<file path="src/shared/lpd_pkg.sv">
package lpd_pkg;

   // ---------------------------------------------------------------
   // Clock and time base
   // ---------------------------------------------------------------
   localparam int  CLK_FREQ_MHZ  = 125;
   localparam int  CLK_PERIOD_NS = 1000 / CLK_FREQ_MHZ;
   localparam real TIME_BASE_US  = 0.5;
   localparam int  TIME_BASE_NS  = int'(TIME_BASE_US * 1000.0);

   // ---------------------------------------------------------------
   // PWM period and duty coding
   // ---------------------------------------------------------------
   localparam int         NUM_CHANNELS  = 3;
   localparam int         DUTY_W        = 7;
   localparam int         PERIOD_COUNTS = 95;
   localparam logic [6:0] DUTY_FULL     = 7'h5F;
   localparam logic [6:0] DUTY_OFF      = 7'h00;

   // ---------------------------------------------------------------
   // Ramp step timing, counted in time-base ticks
   // ---------------------------------------------------------------
   localparam int RAMP_STEP_MS    = 32;
   localparam int RAMP_STEP_TICKS = (RAMP_STEP_MS * 1000 * 1000) / TIME_BASE_NS;
   localparam int RAMP_CNT_W      = 17;

   // ---------------------------------------------------------------
   // Register map: word indices, byte address is four times the index
   // ---------------------------------------------------------------
   localparam int         ADDR_W        = 10;
   localparam logic [7:0] CHAN_A_IDX    = 8'hC6;
   localparam logic [7:0] CHAN_B_IDX    = 8'hC7;
   localparam logic [7:0] CHAN_C_IDX    = 8'hC8;
   localparam logic [7:0] APPLIED_A_IDX = 8'h40;
   localparam logic [7:0] APPLIED_B_IDX = 8'h41;
   localparam logic [7:0] APPLIED_C_IDX = 8'h42;
   localparam logic [7:0] CHAN_IDX    [NUM_CHANNELS] = '{CHAN_A_IDX, CHAN_B_IDX, CHAN_C_IDX};
   localparam logic [7:0] APPLIED_IDX [NUM_CHANNELS] =
      '{APPLIED_A_IDX, APPLIED_B_IDX, APPLIED_C_IDX};

   // Field positions and reset values
   localparam int         RAMP_BIT   = 7;
   localparam int         DUTY_MSB   = 6;
   localparam logic [7:0] CHAN_RESET = 8'h00;

   // Channel drive register layout
   typedef struct packed {
      logic       rampEnable;
      logic [6:0] dutyCode;
   } lpd_chan_cfg_t;

endpackage

</file>
<file path="src/logic/lpd_timebase.sv">
`timescale 1ns/100ps
module lpd_timebase #(
   parameter int RAMP_TICKS = lpd_pkg::RAMP_STEP_TICKS
) (
   input  wire logic       core_clk,
   input  wire logic       reset_n,
   output logic [6:0]      periodCount,
   output logic            periodStart,
   output logic            rampStep
);

   // ---------------------------------------------------------------
   // Fractional time base
   // ---------------------------------------------------------------
   // 0.5 us is 62.5 clocks; an ns accumulator alternates 62 and 63
   // so the long-term rate is exact.
   logic [9:0]                    nsAcc;
   logic [lpd_pkg::RAMP_CNT_W-1:0] rampCnt;
   logic                          baseTick;
   logic [9:0]                    sumNs;
   logic                          lastCount;

   assign sumNs     = nsAcc + 10'(lpd_pkg::CLK_PERIOD_NS);
   assign baseTick  = (sumNs >= 10'(lpd_pkg::TIME_BASE_NS));
   assign lastCount = (periodCount == 7'(lpd_pkg::PERIOD_COUNTS - 1));

   // Accumulate clock time, wrap at one time-base step
   always_ff @(posedge core_clk) begin
      if (!reset_n) begin
         nsAcc <= 10'h000;
      end else if (baseTick) begin
         nsAcc <= sumNs - 10'(lpd_pkg::TIME_BASE_NS);
      end else begin
         nsAcc <= sumNs;
      end
   end

   // Start pulse on the wrapping tick itself: the new duty loads on the
   // same edge as the count returns to zero, so tick 0 never uses a stale
   // duty (a stale one gave a one-clock pulse on a change to zero).
   assign periodStart = baseTick & lastCount;

   // Period counter 0..94
   always_ff @(posedge core_clk) begin
      if (!reset_n) begin
         periodCount <= 7'h00;
      end else if (baseTick) begin
         periodCount <= lastCount ? 7'h00 : periodCount + 7'h01;
      end
   end

   // Ramp step pulse every RAMP_TICKS time-base ticks
   always_ff @(posedge core_clk) begin
      if (!reset_n) begin
         rampCnt  <= '0;
         rampStep <= 1'b0;
      end else begin
         rampStep <= 1'b0;
         if (baseTick) begin
            if (rampCnt == lpd_pkg::RAMP_CNT_W'(RAMP_TICKS - 1)) begin
               rampCnt  <= '0;
               rampStep <= 1'b1;
            end else begin
               rampCnt <= rampCnt + 1'b1;
            end
         end
      end
   end

endmodule

</file>
<file path="src/logic/lpd_duty_ramp.sv">
`timescale 1ns/100ps
module lpd_duty_ramp (
   input  wire logic                   core_clk,
   input  wire logic                   reset_n,
   input  lpd_pkg::lpd_chan_cfg_t      cfg,
   input  wire logic                   periodStart,
   input  wire logic                   rampStep,
   output logic [6:0]                  applied
);

   // ---------------------------------------------------------------
   // Target and step decision
   // ---------------------------------------------------------------
   // Codes above full are clamped so a ramp stops at full duty
   // instead of stepping through dead codes.
   logic [6:0] target;
   logic       stepPending;
   logic       stepNow;
   logic [6:0] next_applied;

   assign target  = (cfg.dutyCode >= lpd_pkg::DUTY_FULL) ? lpd_pkg::DUTY_FULL
                                                         : cfg.dutyCode;
   assign stepNow = stepPending | rampStep;

   // Pick the next applied duty
   always_comb begin
      next_applied = applied;
      if (!cfg.rampEnable) begin
         next_applied = target;
      end else if (stepNow && applied < target) begin
         next_applied = applied + 7'h01;
      end else if (stepNow && applied > target) begin
         next_applied = applied - 7'h01;
      end
   end

   // Take the change over only at a period boundary
   always_ff @(posedge core_clk) begin
      if (!reset_n) begin
         applied     <= lpd_pkg::DUTY_OFF;
         stepPending <= 1'b0;
      end else begin
         if (periodStart) begin
            applied <= next_applied;
         end
         // A new step pulse wins over consumption in the same cycle
         stepPending <= rampStep | (stepPending & ~periodStart);
      end
   end

endmodule

</file>
<file path="src/logic/lpd_top.sv">
// Added by the designer: the Avalon-MM register port.
`timescale 1ns/100ps
module lpd_top #(
   parameter int RAMP_TICKS = lpd_pkg::RAMP_STEP_TICKS
) (
   input  wire logic                       core_clk,
   input  wire logic                       reset_n,
   input  wire logic [lpd_pkg::ADDR_W-1:0] address,
   input  wire logic                       read,
   input  wire logic                       write,
   input  wire logic [31:0]                writedata,
   input  wire logic [3:0]                 byteenable,
   output logic [31:0]                     readdata,
   output logic                            waitrequest,
   output logic [lpd_pkg::NUM_CHANNELS-1:0] ledDrive
);

   localparam int NCH = lpd_pkg::NUM_CHANNELS;

   // ---------------------------------------------------------------
   // Declarations
   // ---------------------------------------------------------------
   lpd_pkg::lpd_chan_cfg_t cfgReg [NCH];
   logic [6:0]             applied [NCH];
   logic [31:0]            rdTerm [NCH+1];
   logic [NCH-1:0]         hitCfg;
   logic [NCH-1:0]         hitApplied;
   logic [NCH-1:0]         pinOn;
   logic [7:0]             wordIdx;
   logic                   request;
   logic                   accept;
   logic                   writeAccept;
   logic [6:0]             periodCount;
   logic                   periodStart;
   logic                   rampStep;

   // ---------------------------------------------------------------
   // Shared time base
   // ---------------------------------------------------------------
   // One period counter serves all channels, so their pulses all
   // start together; that keeps the logic small at the cost of a
   // shared inrush edge on the supply.
   lpd_timebase #(
      .RAMP_TICKS (RAMP_TICKS)
   ) u_timebase (
      .core_clk    (core_clk),
      .reset_n     (reset_n),
      .periodCount (periodCount),
      .periodStart (periodStart),
      .rampStep    (rampStep)
   );

   // ---------------------------------------------------------------
   // Avalon-MM handshake
   // ---------------------------------------------------------------
   // Every access takes one wait state: waitrequest drops one edge
   // after the request appears and the access completes on the next.
   assign request     = read | write;
   assign accept      = request & ~waitrequest;
   assign writeAccept = write & ~waitrequest & byteenable[0];
   assign wordIdx     = address[lpd_pkg::ADDR_W-1:2];

   // Wait-state generator
   always_ff @(posedge core_clk) begin
      if (!reset_n) begin
         waitrequest <= 1'b1;
      end else begin
         waitrequest <= ~(request & waitrequest);
      end
   end

   // ---------------------------------------------------------------
   // Address decode
   // ---------------------------------------------------------------
   genvar gi;
   generate
      for (gi = 0; gi < NCH; gi++) begin : g_decode
         assign hitCfg[gi]     = (wordIdx == lpd_pkg::CHAN_IDX[gi]);
         assign hitApplied[gi] = (wordIdx == lpd_pkg::APPLIED_IDX[gi]);
      end
   endgenerate

   // ---------------------------------------------------------------
   // Read data mux
   // ---------------------------------------------------------------
   // Unmapped words read as zero; the OR chain needs no priority
   // because at most one word matches.
   assign rdTerm[0] = 32'h0000_0000;
   generate
      for (gi = 0; gi < NCH; gi++) begin : g_rdmux
         logic [31:0] cfgWord;
         logic [31:0] appWord;
         assign cfgWord = hitCfg[gi] ? {24'h00_0000, cfgReg[gi]} : 32'h0000_0000;
         assign appWord = hitApplied[gi] ? {25'h000_0000, applied[gi]} : 32'h0000_0000;
         assign rdTerm[gi+1] = rdTerm[gi] | cfgWord | appWord;
      end
   endgenerate

   // Read data register, loaded as waitrequest falls
   always_ff @(posedge core_clk) begin
      if (!reset_n) begin
         readdata <= 32'h0000_0000;
      end else if (read & waitrequest) begin
         readdata <= rdTerm[NCH];
      end
   end

   // ---------------------------------------------------------------
   // Channel drive registers
   // ---------------------------------------------------------------
   // Only byte lane 0 carries data; the applied-duty words are read
   // only and ignore writes.
   generate
      for (gi = 0; gi < NCH; gi++) begin : g_cfg
         always_ff @(posedge core_clk) begin
            if (!reset_n) begin
               cfgReg[gi] <= lpd_pkg::CHAN_RESET;
            end else if (writeAccept && hitCfg[gi]) begin
               cfgReg[gi].rampEnable <= writedata[lpd_pkg::RAMP_BIT];
               cfgReg[gi].dutyCode   <= writedata[lpd_pkg::DUTY_MSB:0];
            end
         end
      end
   endgenerate

   // ---------------------------------------------------------------
   // Per-channel duty ramp
   // ---------------------------------------------------------------
   generate
      for (gi = 0; gi < NCH; gi++) begin : g_ramp
         lpd_duty_ramp u_ramp (
            .core_clk    (core_clk),
            .reset_n     (reset_n),
            .cfg         (cfgReg[gi]),
            .periodStart (periodStart),
            .rampStep    (rampStep),
            .applied     (applied[gi])
         );
      end
   endgenerate

   // ---------------------------------------------------------------
   // PWM compare and pin drive
   // ---------------------------------------------------------------
   // Pin is low for periodCount < applied; full duty never releases,
   // zero never pulls low.
   generate
      for (gi = 0; gi < NCH; gi++) begin : g_pwm
         assign pinOn[gi] = (applied[gi] >= lpd_pkg::DUTY_FULL) |
                            (periodCount < applied[gi]);
      end
   endgenerate

   // Registered pin levels, active low drive
   always_ff @(posedge core_clk) begin
      if (!reset_n) begin
         ledDrive <= '1;
      end else begin
         ledDrive <= ~pinOn;
      end
   end

endmodule

</file>
<file path="config.mk">
export PLATFORM = sky130hd
export DESIGN_NAME = lpd_top
export DESIGN_NICKNAME = d
export VERILOG_FILES = /design/src/shared/lpd_pkg.sv /design/src/logic/lpd_timebase.sv /design/src/logic/lpd_duty_ramp.sv /design/src/logic/lpd_top.sv
export SDC_FILE = /design/constraint.sdc
export NUM_CORES = 1
export LEC_CHECK = 0
export ABC_AREA = 1
export BUFFER_PORTS_ARGS = -buffer_cell sky130_fd_sc_hd__buf_2
export CELL_PAD_IN_SITES_DETAIL_PLACEMENT = 1
export CELL_PAD_IN_SITES_GLOBAL_PLACEMENT = 1
export CORE_MARGIN = 2
export CORE_UTILIZATION = 45
export DETAILED_ROUTE_END_ITERATION = 8
export PLACE_DENSITY_LB_ADDON = 0.1
export SYNTH_ARGS = -nofsm -noshare
export SYNTH_HDL_FRONTEND = slang
export SYNTH_SLANG_ARGS = --single-unit
</file>
<file path="constraint.sdc">
create_clock -name core_clk -period 4.35 [get_ports core_clk]
set_input_delay 0.435 -clock core_clk [delete_from_list [all_inputs] [get_ports core_clk]]
set_output_delay 0.435 -clock core_clk [all_outputs]
set_load 0.05 [all_outputs]
</file>
== After elaboration in Yosys (flattened, before gate mapping) ==
Memories as Yosys holds them, arrays and structs flattened.
Index checks and enable logic that the tools add are counted.

* Register bits: 95
* RAM bits: 24
* Output and inout port bits: 36
* Word-level logic and storage cells: 135
* Memories: 1

{| class="wikitable"
|+ Memory list
! name !! words !! width !! rd ports !! clocked after Yosys merged registers in !! write ports !! RTL line !! RTL
|-
| cfgReg || 3 || 8 || 3 || 0 || 3 || lpd_top.sv:23 || <nowiki>lpd_pkg::lpd_chan_cfg_t cfgReg [NCH];</nowiki>
|}

* Add/sub/neg operators: 10
* $lt $le $gt $ge: 16
* Eq/ne operators: 11
* Mux-type cells: 38
* Bitwise operators: 33
* Reductions and logical operators: 13

{| class="wikitable"
|+ Operators with widths
! kind !! number
|-
| 2-to-1 mux 7 bit || 19
|-
| greater-or-equal comparator 7 bit, second input constant || 6
|-
| less-than comparator 7 bit || 6
|-
| adder 7 x 1 -> 7 bit, second input constant || 4
|-
| equality test 8 x 7 -> 1 bit, second input constant || 3
|-
| equality test 8 bit, second input constant || 3
|-
| 2-to-1 mux 8 bit || 3
|-
| bitwise OR 8 x 7 -> 8 bit || 3
|-
| greater-than comparator 7 bit || 3
|-
| subtractor 7 x 1 -> 7 bit, second input constant || 3
|-
| adder 17 x 1 -> 17 bit, second input constant || 1
|-
| equality test 17 x 16 -> 1 bit, second input constant || 1
|-
| 2-to-1 mux 17 bit || 1
|-
| bitwise OR 1 bit || 16
|-
| bitwise OR 8 bit || 2
|-
| 2-to-1 mux 1 bit || 14
|-
| adder 10 x 4 -> 10 bit, second input constant || 1
|-
| greater-or-equal comparator 10 x 9 -> 1 bit, second input constant || 1
|-
| 2-to-1 mux 10 bit || 1
|-
| subtractor 10 x 9 -> 10 bit, second input constant || 1
|-
| logical AND 1 bit || 9
|-
| != test 3 bit, second input constant || 3
|-
| AND 1 bit || 8
|-
| AND reduction 2 bit || 4
|-
| 3 further kinds || 5
|}

== Logic depth before layout (Yosys ltp) ==
Gate-level depths: netlist of the first run.

* Depth after elaboration: 8
* Gate-level depth with buffers: 22
* Gate-level depth less buffers: 22

== Cells and area by module ==
Synthesis of the first run repeated with hierarchy kept, for this count alone.

* Cell total of the unflattened synthesis: 1,050
* Area total of the unflattened synthesis: 7,334.5 µm²

{| class="wikitable"
|+ Modules (own cells, without submodules)
! module !! times used !! cells each !! area each (µm²) !! seq. area each (µm²)
|-
| lpd_duty_ramp || 3 || 130 || 877.1 || 160.2
|-
| lpd_top || 1 || 327 || 2,501.1 || 960.9
|-
| lpd_timebase || 1 || 333 || 2,202.1 || 660.6
|}

== Least setup slack after synthesis of the first run ==
OpenSTA, ideal clock, no wires.

* Kind: register to register
* Start point: memory cfgReg[0][5] in the netlist's numbering
* End point: register g_ramp[0].u_ramp.applied[3]
* Setup time: 132 ps
* Arrival: 2,626 ps
* Data required time: 4,218 ps
* Path slack: 1,592 ps
* Cell stages (with the launch flop): 22
* Path buffers: 0
* Path through: edfxtp_1 -> inv_1 -> nand4_1 -> nand2_1 -> inv_1 -> nand2_1 -> inv_1 -> ha_1 -> a21oi_1 -> nand2_1 -> nand2_1 -> nand2_1 -> ha_1 -> nand2_1 -> inv_1 -> nor2_1 -> nand2_1 -> or2_2 -> nand3_1 -> o21ai_0 -> nand4_1 -> a21oi_1

{| class="wikitable"
|+ RTL lines
! item !! RTL line !! RTL
|-
| start, declared || lpd_top.sv:23 ||
|-
| end signal, assigned || lpd_duty_ramp.sv:40 || <nowiki>applied <= lpd_pkg::DUTY_OFF;</nowiki>
|-
| end signal, assigned || lpd_duty_ramp.sv:44 || <nowiki>applied <= next_applied;</nowiki>
|-
| end, declared || lpd_duty_ramp.sv:8 || <nowiki>output logic [6:0] applied</nowiki>
|}

==> results of run 1 <==
==> worst max path at each step <==
stage                  from                     endpoint  slack, ns
2_1_floorplan  cfgReg[0][5]  g_ramp[0].u_ramp.applied[3]       1.59
3_3_place_gp   cfgReg[0][5]  g_ramp[0].u_ramp.applied[3]       1.17
3_5_place_dp   cfgReg[0][5]  g_ramp[0].u_ramp.applied[3]       1.11
4_1_cts        cfgReg[0][4]  g_ramp[0].u_ramp.applied[3]       1.07
5_1_grt        cfgReg[2][0]  g_ramp[2].u_ramp.applied[4]       0.63
6_report       cfgReg[0][1]  g_ramp[0].u_ramp.applied[3]       1.08
==> cells in the mapped netlist, drive strengths merged <==
cell type / instances
nor2: 101
a211oi: 3
or2: 7
o21bai: 2
o22ai: 15
and3: 1
buf: 35
nand3b: 8
ha: 62
xor2: 16
o31ai: 1
nor3: 26
fa: 3
o21ai: 48
nor3b: 1
nor4: 3
clkbuf: 10
dfxtp: 69
a21oi: 92
conb: 1
nand2: 213
nand3: 63
clkinv: 2
xnor2: 5
o211ai: 5
edfxtp: 24
inv: 138
a31oi: 5
nand4: 24
==> power groups by stage <==
stage                     Sequential (mW)  Combinational [mW]  Clock [mW]
after detailed placement            0.940               0.185           0
after CTS                           0.921               0.186       0.943
final                               0.921               0.186       0.927
after global routing                0.923               0.205       0.984
after floorplan                     0.951               0.142           0
after global placement              0.940               0.182           0
==> state kept, by name, indices dropped and copies added, names as in the netlist <==
name and cells:
g_ramp.u_ramp.stepPending 3, u_timebase.periodCount 7, u_timebase.rampCnt 17, ledDrive 3, readdata 8, cfgReg 24
u_timebase.nsAcc 8, waitrequest 1, g_ramp.u_ramp.applied 21, u_timebase.rampStep 1
==> worst reg2reg max path: stages (launching register included) <==
cell	delay (ns)
edfxtp_1	0.43
nand2_1	0.10
nor2_1	0.05
nand4_1	0.06
nand2_1	0.09
nor2_1	0.25
ha_1	0.31
nand2_1	0.10
a21oi_1	0.09
nor2_1	0.13
nand2_1	0.23
ha_1	0.43
nand2_1	0.09
inv_1	0.04
nor2_1	0.08
nand2_1	0.07
or2_2	0.27
nand3_1	0.06
o21ai_0	0.09
nand4_1	0.09
a21oi_1	0.07
==> kinds of logic after synthesis <==
family / count (synthesis)
xor+xnor: 21
compound gates: 171
fa+ha+maj: 65
buf+inv: 185
flops: 93
simple gates: 447
other cells: 1
==> cell type report <==
| cell class | instances | area, µm² | area share [%] |
|---|---|---|---|
| inverter | 140 | 526 | 7.12 |
| multi-input combinational | 728 | 3990 | 54.1 |
| timing repair buffer | 35 | 183 | 2.48 |
| clock inverter | 7 | 119 | 1.61 |
| sequential | 93 | 2100 | 28.5 |
| tap | 188 | 235 | 3.19 |
| clock buffer | 9 | 225 | 3.05 |
==> metal layers <==
layer  GRT usage (%)  part of all wire [%]
met5               0                     0
met4            5.56                   1.1
met3            3.48                   3.7
met2            39.4                    44
met1            35.5                    51
==> stage by stage <==
stage	power (mW)	area, µm²	worst slack (ns)	hold slack, ns
2_1_floorplan	1.09	6920	1.59	0.452
3_3_place_gp	1.12	7030	1.17	0.451
3_5_place_dp	1.13	7030	1.11	0.458
4_1_cts	2.05	7380	1.07	0.291
5_1_grt	2.11	7380	0.633	0.310
6_report	2.03	7380	1.08	0.298
==> impl_metrics.tcl, run 1 <==
set metrics [dict create \
    status "finished, final reports clean" \
    cts_made_buffers 9 \
    reg2reg_from "cfgReg[0][1]" \
    synthMuxAreaShare_pct 0 \
    cp.buffers_inverters 1 \
    netlist.area_leader.share_pct 20.2 \
    fin_tns_setup_ns 0 \
    netlist_area_mm2 0.00683 \
    critPathArrivalTime_ns 3.46 \
    ys_warn_count 0 \
    synth-simple-area-share_pct 28.6 \
    clockRootBuffer "clkbuf_16" \
    area_growth_pct 8.02 \
    cts_setup_buffers 0 \
    synth_top_area_cell "dfxtp_1" \
    vias_per_cell 5.33 \
    end_kind "register" \
    ctsHoldBuffers 0 \
    p_int_mw 1.51 \
    path_cells "nand2_1 > nor2_1 > nand4_1 > nand2_1 > nor2_1 > ha_1 > nand2_1 > a21oi_1 > nor2_1 > nand2_1 > ha_1 > nand2_1 > inv_1 > nor2_1 > nand2_1 > or2_2 > nand3_1 > o21ai_0 > nand4_1 > a21oi_1" \
    wl_per_cell_um 16.1 \
    p_seq_share_pct 45.3 \
    first_pass_iters 4 \
    post-route-util_pct 49.1 \
    drc 0 \
    worst_pin_slew_ns 1.10 \
    vias 6396 \
    final_max_slew_viol_count 0 \
    skew_ns 0.00757 \
    synth_cells 983 \
    setup_viol 0 \
    netSwitchingFraction_pct 26.0 \
    p_sw_mw 0.528 \
    vdd_drop_max_mv 0.200 \
    critPathMaxStageDelay_ns 0.43 \
    slowest_stage "edfxtp_1" \
    ios 86 \
    hold_viol 0 \
    antennaDiodeCount 0 \
    initial_utilization_pct 45.4 \
    dpl.hpwl_um 14900 \
    grt_pass1_wl_um 32000 \
    clk_pin_slew_worst_paths_ns 0.07 \
    ant_nets 0 \
    reg2reg_slack_ns 1.08 \
    final_common_cell "nand2_1" \
    dieHeight_um 127 \
    gp_congestion 0.891 \
    cts_tree "yes" \
    critical_path_class "reg -> reg" \
    ys_seq_elements 93 \
    slew_headroom_pct 26.8 \
    core_area_mm2 0.0150 \
    maxCapViolCount 0 \
    cp.depth 20 \
    cts_buffer_depth 2 \
    rows 45 \
    cpLargestDelayFamily "simple AND/OR/NAND/NOR gates" \
    drive_gt1_share_pct 6.42 \
    crit_path_frequent_cell "nand2_1" \
    finalCritPeriodShare_pct 75.2 \
    power.density_mw_per_mm2 276 \
    p_leak_nw 3.23 \
    cts.sink_count 93 \
    whs_path_depth 2 \
    path_max_fanout 8 \
    start_kind "register" \
    synth_xor_area_share_pct 2.69 \
    ys_seq_area_share_pct 30.8 \
    rr_endpoint "g_ramp[0].u_ramp.applied[3]" \
    grt_pass1_vias 6268 \
    place_inst 1184 \
    grt_max_degree 37 \
    fin_cells 1200 \
    max_freq_mhz 306 \
    cts_resized 0 \
    synth_top_family_by_area "simple AND/OR/NAND/NOR gates" \
    clkPwrFrac_pct 45.6 \
    track_usage_pct 24.7 \
    fin_nets 1122 \
    combPwrFrac_pct 9.1 \
    cp.required_ns 4.54 \
    rsz0062_at_grt "no" \
    fin_crit_ns 3.27 \
    clk_latency_ns 0.35 \
    cts-htree-levels 3 \
    synthAdderAreaFrac_pct 12.2 \
    hold_path.class "in -> reg" \
    post_synth.cell_area_avg_um2 6.95 \
    synth_compound_gate_area_share_pct 13.6 \
    port_buffers 32 \
    drt-initial-drc-count 315 \
    hold_path_end "waitrequest" \
    final_cell_mix "nand2_1 (210), inv_1 (137), nor2_1 (100)" \
    r2r_cells 20 \
    die-width_um 127 \
    fillers 1980 \
    ys_types 42 \
    hp-start "write" \
    antenna_found_initial 0 \
    die-area_mm2 0.0162 \
    routed_wl_um 19400 \
    gr-total-overflow 0 \
    yosys-top-cells-area "dfxtp_1 (20%), nand2_1 (12%), ha_1 (11%)" \
]
No activity file was read; power rests on OpenSTA's default activity.
==> run 2, diff against run 1 <==
- CORE_UTILIZATION: 45 -> 38
- clock period: 4.35 -> 2.8 ns (I/O delays scaled with it)
==> impl_metrics.tcl, run 2 (same netlist as run 1, synthesis figures left out) <==
set metrics [dict create \
    violations "setup timing" \
    drc 0 \
    port_buffers 32 \
    critPathMaxStageDelay_ns 0.38 \
    ant_nets 0 \
    ios 86 \
    gp_congestion 0.883 \
    critical_path_class "reg -> reg" \
    clk_pin_slew_worst_paths_ns 0.07 \
    vias 6857 \
    die-width_um 138 \
    dpl.hpwl_um 16800 \
    final_cell_mix "nand2_1 (191), inv_1 (125), buf_4 (113)" \
    path_max_fanout 6 \
    power.density_mw_per_mm2 345 \
    cp.required_ns 3.01 \
    clockRootBuffer "clkbuf_16" \
    cts_tree "yes" \
    status "finished with violations" \
    p_int_mw 2.22 \
    fillers 2302 \
    critPathArrivalTime_ns 3.09 \
    cts_buffer_depth 2 \
    setup_viol 3 \
    netSwitchingFraction_pct 28.2 \
    area_growth_pct 31.4 \
    drive_gt1_share_pct 25.9 \
    cts_made_buffers 9 \
    initial_utilization_pct 38.4 \
    final_common_cell "nand2_1" \
    antennaDiodeCount 0 \
    p_leak_nw 3.90 \
    wl_per_cell_um 16.3 \
    cts-htree-levels 3 \
    slew_headroom_pct 54.2 \
    place_inst 1320 \
    hold_viol 0 \
    largest-register "cfgReg" \
    p_seq_share_pct 46.1 \
    reg.largest.list "cfgReg: 24 flops, g_ramp.u_ramp.applied: 21 flops, u_timebase.rampCnt: 17 flops" \
    clkPwrFrac_pct 41.7 \
    hold_path.class "in -> reg" \
    fin_crit_ns 2.87 \
    cts.sink_count 93 \
    clk_latency_ns 0.36 \
    final_max_slew_viol_count 0 \
    dpl-instance-area_mm2 0.00780 \
    end_kind "register" \
    die-area_mm2 0.0191 \
    dieHeight_um 138 \
    grt_pass1_wl_um 35900 \
    max_freq_mhz 348 \
    finalCritPeriodShare_pct 103 \
    crit_path_frequent_cell "inv_2" \
    timing.final.ws_setup_ns -0.0726 \
    antenna_found_initial 0 \
    p_sw_mw 0.873 \
    vias_per_cell 5.04 \
    first_pass_iters 4 \
    path_cells "inv_2 > nor2_2 > nand4_1 > nand3_2 > inv_2 > ha_4 > a21oi_2 > nand2_1 > nand2_2 > nand2_4 > ha_4 > buf_6 > nand2_4 > inv_2 > nand4_1 > nand3_1 > nand2_1 > nand3_2 > o21ai_1 > nand3b_1 > a21oi_1" \
    worst_pin_slew_ns 0.681 \
    slowest_stage "edfxtp_1" \
    core_area_mm2 0.0178 \
    grt_max_degree 27 \
    vdd_drop_max_mv 0.307 \
    maxCapViolCount 0 \
    rows 49 \
    design_area_mm2 0.00897 \
    start_kind "register" \
    fin_nets 1241 \
    grt_pass1_vias 7015 \
    rsz0062_at_grt "yes" \
    drt-initial-drc-count 230 \
    ctsHoldBuffers 0 \
    track_usage_pct 23.0 \
    gr-total-overflow 0 \
    largest_reg_flops 24 \
    skew_ns 0.00554 \
    combPwrFrac_pct 12.2 \
    routed_wl_um 22200 \
    fin_cells 1360 \
]
-- run 2: cell types whose count changed in the layout (fill, tap and decap cells not counted), moves of 12 or more --
| cell | before | now |
|---|---|---|
| o21ai_0 | 46 | 32 |
| nor2_1 | 100 | 80 |
| buf_4 | 3 | 113 |
| inv_2 | 1 | 13 |
| inv_1 | 137 | 125 |
| ha_4 | 0 | 23 |
| nand2_1 | 210 | 191 |
| ha_1 | 62 | 39 |
-- run 2: power groups by stage --
stage	registers [mW]	logic, mW	clock network [mW]
after global placement	1.46	0.327	0
after global routing	1.43	0.411	1.37
final	1.43	0.376	1.29
after floorplan	1.48	0.220	0
after CTS	1.43	0.352	1.33
after detailed placement	1.46	0.331	0
-- run 2: path summary, 6_finish.rpt --
kind / startpoint / endpoint / slack, ns / cells after the start
setup / recovery: cfgReg[1][0] / g_ramp[1].u_ramp.applied[5] / -0.07 / 21
hold / removal: write / waitrequest / 0.14 / 2
setup reg to reg: cfgReg[1][0] / g_ramp[1].u_ramp.applied[5] / -0.07 / 21
hold reg to reg: waitrequest / waitrequest / 0.46 / 1
-- run 2: cell type report --
type                            instances  area [µm²]  area share [%]
Tap cell                              229         287            3.19
Clock inverter                          6        68.8           0.767
Sequential cell                        93        2100            23.4
Inverter                              140         526            5.86
Clock buffer                           10         230            2.57
Multi-Input combinational cell        728        4650            51.8
Timing Repair Buffer                  154        1110            12.4
-- run 2: repair_timing --
action | 4_1_cts | 5_1_grt
setup endpoints to repair | 15 | 18
gates resized for setup | 79 | 78
pin swaps | 30 | 69
buffers inserted | 11 | 14
-- run 2: worst max-delay path, delay by kind of cell, from the launching register on --
family	cells	cell delay [ns]
AO/OA/AOI/OAI	3	0.28
adder cells (fa/ha/maj)	2	0.59
buffers and inverters	4	0.27
flip-flops	1	0.38
AND/OR/NAND/NOR	12	1.23
-- run 2: stage by stage --
stage | total power, mW | setup TNS, ns | utilization (%) | worst slack (ns) | hold slack (ns)
floorplan | 1.70 | 0 | - | 0.0415 | 0.396
global placement | 1.78 | -1.80 | 43.9 | -0.234 | 0.442
detailed placement | 1.79 | -2.86 | 43.9 | -0.298 | 0.439
CTS | 3.10 | -0.0692 | 48.2 | -0.0384 | 0.129
global route | 3.21 | -2.87 | 50.5 | -0.294 | 0.159
finish | 3.09 | -0.151 | 50.5 | -0.0726 | 0.136
-- run 2: layer usage --
layer,vias to the layer above,track usage [%],share of wire (%)
met5,-,0,0
met1,3283,31.2,49
li1,3493,-,-
met4,0,4.62,1.2
met2,63,39.8,48
met3,18,2.63,2.1
